## config.mk

```make
export PLATFORM = sky130hd
export DESIGN_NAME = clock_output_control_regs
export DESIGN_NICKNAME = d
export VERILOG_FILES = /design/src/shared/clk_ctrl_pkg.sv /design/src/hw/clock_output_control_regs.sv
export SDC_FILE = /design/constraint.sdc
export NUM_CORES = 1
export LEC_CHECK = 0
export BUFFER_PORTS_ARGS = -buffer_cell sky130_fd_sc_hd__clkbuf_2
export CAP_MARGIN = 10
export CORE_MARGIN = 2
export CORE_UTILIZATION = 49
export DETAILED_ROUTE_END_ITERATION = 7
export PLACE_DENSITY = 0.85
export SLEW_MARGIN = 0
export SYNTH_ARGS = -nofsm -noshare
export SYNTH_HDL_FRONTEND = slang
export SYNTH_SLANG_ARGS = --single-unit
```

## constraint.sdc

```tcl
create_clock -name mclk -period 1.65 [get_ports mclk]
set_input_delay 0.33 -clock mclk [delete_from_list [all_inputs] [get_ports mclk]]
set_output_delay 0.33 -clock mclk [all_outputs]
set_load 0.01 [all_outputs]
```

## src/shared/clk_ctrl_pkg.sv

```systemverilog
// Purpose: Shared constants and carriers for the clock output control bytes
// Assumes: Byte registers reached through a command-code byte port
// Notes:   Byte 6 bits 2..0 are never stored; they come from the strap latch
package clk_ctrl_pkg;
  localparam logic [6:0] OFS_B2 = 7'h02;
  localparam logic [6:0] OFS_B3 = 7'h03;
  localparam logic [6:0] OFS_B4 = 7'h04;
  localparam logic [6:0] OFS_B5 = 7'h05;
  localparam logic [6:0] OFS_B6 = 7'h06;
  localparam logic [6:0] OFS_BLOCK = 7'h00;
  localparam logic [6:0] PTR_STEP = 7'h01;
  localparam int CMD_BYTE_BIT = 7;
  localparam logic [7:0] RST_B2 = 8'hFF;
  localparam logic [7:0] RST_B3 = 8'h00;
  localparam logic [7:0] RST_B4 = 8'h07;
  localparam logic [7:0] RST_B5 = 8'h00;
  localparam logic [7:0] RST_B6 = 8'h38;
  localparam logic [7:0] READ_NONE = 8'h00;
  localparam logic [2:0] STRAP_RST = 3'h0;
  localparam logic [7:0] B6_STORE_MASK = 8'hF8;
  localparam int B2_CPU2_EN = 1;
  localparam int B4_PANEL_PD = 7;
  localparam int B4_DOT_PD = 6;
  localparam int B4_FREE_STOP = 3;
  localparam int B5_REF_STOP_HIZ = 7;
  localparam int B5_UPPER_PD_HIZ = 3;
  localparam int B6_TEST_SEL = 7;
  localparam int B6_TEST_MODE = 6;
  localparam int B6_SW_RUN = 3;

  typedef struct packed {
    logic [7:0] b2;
    logic [7:0] b3;
    logic [7:0] b4;
    logic [7:0] b5;
    logic [7:0] b6;
  } cfg_t;

  typedef struct packed {
    logic [3:0] bus_stop;
    logic       free_bus_stop;
    logic [7:0] ref_stop;
    logic [7:0] ref_hiz;
    logic [2:0] cpu_stop;
    logic [2:0] cpu_hiz;
    logic       upper_pd_hiz;
    logic       panel_hiz;
    logic       dot_hiz;
  } stop_t;
endpackage

```

## src/hw/clock_output_control_regs.sv

```systemverilog
// Purpose: Control bytes 2..6 of a clock generator, host view and output view
// Assumes: out_clk_edge pulses one mclk cycle at each output clock boundary
// Notes:   Host writes land in a shadow copy; outputs follow it at boundaries
`timescale 1ns/1ns
`default_nettype none
module clock_output_control_regs
  import clk_ctrl_pkg::*;
(
  input  wire logic       mclk,
  input  wire logic       rst_b,
  input  wire logic       acc_start,
  input  wire logic [7:0] acc_cmd,
  input  wire logic       acc_wr,
  input  wire logic [7:0] acc_wdata,
  input  wire logic       acc_rd,
  output var  logic [7:0] acc_rdata,
  output var  logic       acc_rvalid,
  input  wire logic       out_clk_edge,
  input  wire logic       bus_clock_halt_n,
  input  wire logic       processor_clock_halt_n,
  input  wire logic       power_down_input,
  input  wire logic       supply_good_n,
  input  wire logic       freq_strap_a,
  input  wire logic       freq_strap_b,
  input  wire logic       freq_strap_c,
  output var  cfg_t       cfg,
  output var  stop_t      stop,
  output var  logic [2:0] straps
);

  typedef struct packed {
    cfg_t       shadow;
    cfg_t       cfg;
    stop_t      stop;
    logic [2:0] straps;
    logic       strap_taken;
    logic [6:0] ptr;
    logic       byte_mode;
    logic [7:0] rdata;
    logic       rvalid;
  } state_t;

  state_t s;
  state_t next_s;

  function automatic logic [7:0] read_byte(input cfg_t c, input logic [6:0] ofs, input logic [2:0] st);
    logic [7:0] v;
    v = READ_NONE;
    unique case (ofs)
      OFS_B2:  v = c.b2;
      OFS_B3:  v = c.b3;
      OFS_B4:  v = c.b4;
      OFS_B5:  v = c.b5;
      OFS_B6:  v = (c.b6 & B6_STORE_MASK) | {5'h00, st};
      default: v = READ_NONE;
    endcase
    return v;
  endfunction

  logic bus_halt;
  logic cpu_halt;
  logic [6:0] acc_ofs;

  always_comb begin
    next_s = s;
    acc_ofs = s.ptr;
    next_s.rvalid = 1'b0;
    // Command code picks byte or block access
    if (acc_start) begin
      next_s.byte_mode = acc_cmd[CMD_BYTE_BIT];
      next_s.ptr = acc_cmd[CMD_BYTE_BIT] ? acc_cmd[6:0] : OFS_BLOCK;
    end else if ((acc_wr || acc_rd) && !s.byte_mode) begin
      next_s.ptr = s.ptr + PTR_STEP;
    end
    if (acc_wr && !acc_start) begin
      unique case (acc_ofs)
        OFS_B2:  next_s.shadow.b2 = acc_wdata;
        OFS_B3:  next_s.shadow.b3 = acc_wdata;
        OFS_B4:  next_s.shadow.b4 = acc_wdata;
        OFS_B5:  next_s.shadow.b5 = acc_wdata;
        // Strap bits are dropped on write
        OFS_B6:  next_s.shadow.b6 = acc_wdata & B6_STORE_MASK;
        default: next_s.shadow = s.shadow;
      endcase
    end
    if (acc_rd && !acc_start) begin
      next_s.rdata = read_byte(s.shadow, acc_ofs, s.straps);
      next_s.rvalid = 1'b1;
    end
    // Straps caught once while supply good is asserted
    if (!s.strap_taken && !supply_good_n) begin
      next_s.straps = {freq_strap_c, freq_strap_b, freq_strap_a};
      next_s.strap_taken = 1'b1;
    end
    // Output view follows the shadow only at a boundary
    if (out_clk_edge) begin
      next_s.cfg = s.shadow;
    end
    bus_halt = !bus_clock_halt_n || !next_s.cfg.b6[B6_SW_RUN];
    cpu_halt = !processor_clock_halt_n;
    next_s.stop.bus_stop = {4{bus_halt}};
    next_s.stop.free_bus_stop = bus_halt && next_s.cfg.b4[B4_FREE_STOP];
    next_s.stop.ref_stop = next_s.cfg.b3 & {8{bus_halt}};
    next_s.stop.ref_hiz = next_s.stop.ref_stop & {8{next_s.cfg.b5[B5_REF_STOP_HIZ]}};
    next_s.stop.cpu_stop = next_s.cfg.b4[2:0] & {3{cpu_halt}};
    next_s.stop.cpu_hiz = (next_s.stop.cpu_stop & next_s.cfg.b5[6:4])
                        | (next_s.cfg.b5[2:0] & {3{power_down_input}});
    next_s.stop.upper_pd_hiz = power_down_input && next_s.cfg.b5[B5_UPPER_PD_HIZ];
    next_s.stop.panel_hiz = power_down_input && next_s.cfg.b4[B4_PANEL_PD];
    next_s.stop.dot_hiz = power_down_input && next_s.cfg.b4[B4_DOT_PD];
    if (!rst_b) begin
      next_s = '0;
      next_s.shadow = '{b2: RST_B2, b3: RST_B3, b4: RST_B4, b5: RST_B5, b6: RST_B6};
      next_s.cfg = next_s.shadow;
      next_s.straps = STRAP_RST;
      next_s.rdata = READ_NONE;
      next_s.ptr = OFS_BLOCK;
    end
  end

  always_ff @(posedge mclk) begin
    s <= next_s;
  end

  always_comb begin
    acc_rdata = s.rdata;
    acc_rvalid = s.rvalid;
    cfg = s.cfg;
    stop = s.stop;
    straps = s.straps;
  end
endmodule // clock_output_control_regs
`default_nettype wire

```

==> impl_metrics.tcl <==
set metrics [dict create \
    setup_viol_count_final 0 \
    synth_top_cell_area_share 0.4653 \
    via_count 3896 \
    worst_setup_path_end_kind "flip-flop" \
    die_height_um 107.5 \
    totalNegativeSetupSlack_ns 0 \
    fp.dieW_um 107.5 \
    routed_via_density 5.293 \
    post_synthesis_to_final_layout_area_growth_pct 16.33 \
    logic_depth_of_the_worst_path_buffers_included 6 \
    ys.warnings.count 0 \
    gpl.final_weighted_congestion 0.9124 \
    r2r_slack_ns 0.05 \
    worst_ep_required_time_ns 2.03 \
    worst_ir_drop_vdd_mv 0.8464 \
    hold_path_class "in2reg" \
    detailedRoute.firstIterationViolations 297 \
    critical_path.cell_chain "nor4_4 > buf_4 > nand4_1 > buf_6 > nand3_1 > o21ai_0" \
    finalMaxSlewViolations 0 \
    route.layer.met1.wl_mm 5.102 \
    layout-drive-gt1-share 0.2983 \
    cpLargestDelayFamily "simple AND/OR/NAND/NOR gates" \
    clk-insertion-delay-late_ns 0.51 \
    h_tree_level_count 4 \
    slowest_delay_ns 0.39 \
    starting_utilization_of_the_core_area 0.5062 \
    hold_start "freq_strap_b" \
    status "completed" \
    ys_top_cells_by_area "sky130_fd_sc_hd__dfxtp_1 47%, sky130_fd_sc_hd__mux2i_1 13%, sky130_fd_sc_hd__buf_4 12%" \
    ys_types 40 \
    leakage_power_total_nw 2.792 \
    synth.ff_latch_count 122 \
    maxUsedRoutingLayer "met4" \
    worst_setup_hold_path_clk_slew_ns 0.06 \
    worst_clock_skew_ns 0.006644 \
    dpl.cell_count 701 \
    timing.critical_path.arrival_ns 1.97 \
    pin_count_of_the_biggest_net_entering_global_routing 41 \
    met2WireLength_mm 5.863 \
    asyncSetResetFlopFracSynth 0 \
    power-per-cell-area_nw_per_um2 1220 \
    synth.yosys.seq_area_share 0.4653 \
    worstHoldEndpoint "straps[1]" \
    pre_cts_ws_ns 0.0001944 \
    critPathLaunchType "flip-flop" \
    detailedPlacementHpwl_mm 8.498 \
    cts.root.buffer_cell "sky130_fd_sc_hd__clkbuf_8" \
    setup_ws_ns 0.05428 \
    syn-cell-area_um2 5249 \
    maxClockFrequency_ghz 0.6267 \
    crit_path_top_delay_cell "sky130_fd_sc_hd__nor4_4" \
    period_needed_ns 1.596 \
    clock_sink_count 122 \
    power_mw 7.451 \
    cts_buffer_depth 2 \
    dpl_cell_area_um2 5420 \
    tritoncts "done" \
    final_util 0.5888 \
    synth_top_cells_by_count "122 x sky130_fd_sc_hd__dfxtp_1, 82 x sky130_fd_sc_hd__buf_4, 68 x sky130_fd_sc_hd__mux2i_1, 54 x sky130_fd_sc_hd__nand2_1" \
    top_level_ports 111 \
    syn_avg_cell_area_um2 9.596 \
    fin_cells 736 \
    port_buffers 107 \
    globalRouteOverflowTotal 0 \
    drt.antenna.violating_nets 0 \
    whs_ns 0.05678 \
    drt-total-wl_mm 12.05 \
    first_global_vias 3667 \
    routedWlPerCell_um 16.38 \
    floorplan.rows 37 \
    die_area_um2 11560 \
    synth_top_flop_cell "sky130_fd_sc_hd__dfxtp_1" \
    tritoncts_buffers 17 \
    antenna_found_initial 0 \
    yosysMostFrequentCell "sky130_fd_sc_hd__dfxtp_1" \
    worst_r2r_endpoint "s[102]" \
    min_path_cells 3 \
    n_antenna_cell 0 \
    final_design_area_no_fill_um2 6106 \
    drt-pass1-iter-count 5 \
    grt_pass1_wl_mm 18.80 \
    synth_largest_area_cell "sky130_fd_sc_hd__dfxtp_1" \
    edff_count_synth 0 \
    reg2regPathDepth 6 \
    core-area_um2 10370 \
    path_max_fanout 16 \
    critical_path_buf_inv_count 2 \
    max_cap_viol_count 0 \
    post-route-period-util 0.9671 \
    synthesis.instances 547 \
    grt_use_total 0.2139 \
    drt_drc_violations_left 0 \
    finalHoldViolCount 0 \
    setup.worst_path.class "reg2reg" \
    critical_path.reg2reg.startpoint "acc_ofs[3]" \
    final_net_count 620 \
    route.met3.wl_um 844 \
]
worst reg2reg max path: cells and delay by family (launching register included):
| family | cells | cell delay [ns] |
|---|---|---|
| flip-flops | 1 | 0.33 |
| AND/OR/NAND/NOR | 3 | 0.63 |
| buffers and inverters | 2 | 0.40 |
| AO/OA/AOI/OAI | 1 | 0.10 |
placed cells by master (no fill, tap or decap), types with 6 or more instances in the layout:
cell type,instances
sky130_fd_sc_hd__a22oi_1,7
sky130_fd_sc_hd__and2_1,7
sky130_fd_sc_hd__buf_4,18
sky130_fd_sc_hd__clkbuf_16,16
sky130_fd_sc_hd__clkbuf_2,107
sky130_fd_sc_hd__clkinv_4,6
sky130_fd_sc_hd__dfxtp_1,120
sky130_fd_sc_hd__mux2i_1,68
sky130_fd_sc_hd__nand2_1,52
sky130_fd_sc_hd__nand3_1,29
sky130_fd_sc_hd__nor2_1,24
sky130_fd_sc_hd__nor2b_1,35
sky130_fd_sc_hd__o21ai_0,34
sky130_fd_sc_hd__o221a_2,7
kinds of logic after synthesis:
logic type	synth area share
adder cells (fa/ha/maj)	0.009536
flip-flops	0.4653
XOR/XNOR	0.006676
buffers and inverters	0.1449
AND/OR/NAND/NOR	0.1540
AO/OA/AOI/OAI	0.08916
other	0.0007145
multiplexers	0.1297
power by group:
group	total (mW)	internal [mW]	switching, mW	leakage [nW]
registers	3.04	2.99	0.0426	0.989
logic	0.478	0.211	0.267	1.49
clock network	3.94	2.61	1.33	0.312
routing by layer:
| layer | global-route usage | vias to the layer above |
|---|---|---|
| met3 | 0.05690 | 22 |
| met5 | 0 | - |
| li1 | - | 1857 |
| met4 | 0.08791 | 0 |
| met2 | 0.3585 | 177 |
| met1 | 0.2593 | 1840 |
how the worst max path moves through the flow:
stage,slack [ns],end,startpoint
finish,0.05,s[102],acc_ofs[3]
global route,-0.005,s[102],acc_ofs[3]
CTS,0.005,acc_rdata[1],acc_ofs[0]
detailed placement,0.0002,stop[23],out_clk_edge
global placement,0.05,stop[24],out_clk_edge
floorplan,0.02,s[115],acc_ofs[0]
layout make-up:
cell class | count | area (um2)
multi-input cells | 311 | 2071
well taps | 136 | 170.2
fillers | 869 | 4264
repair buffers | 130 | 762.0
clock inverters | 15 | 225.2
clock buffers | 17 | 414.1
flip-flops and latches | 122 | 2445
inverters | 5 | 18.77
state kept, by name, indices dropped and copies added, names as in the netlist:
register,count
stop,27
acc_rdata,8
s,39
straps,3
acc_rvalid,1
cfg,37
acc_ofs,7
repair_timing:
item	in CTS	in global routing
setup buffers	0	3
resized for setup	1	8
cloned	0	0
hold buffers	0	0
setup endpoints to repair	1	29
pin swaps	0	1
(Power assumes the default switching activity.)
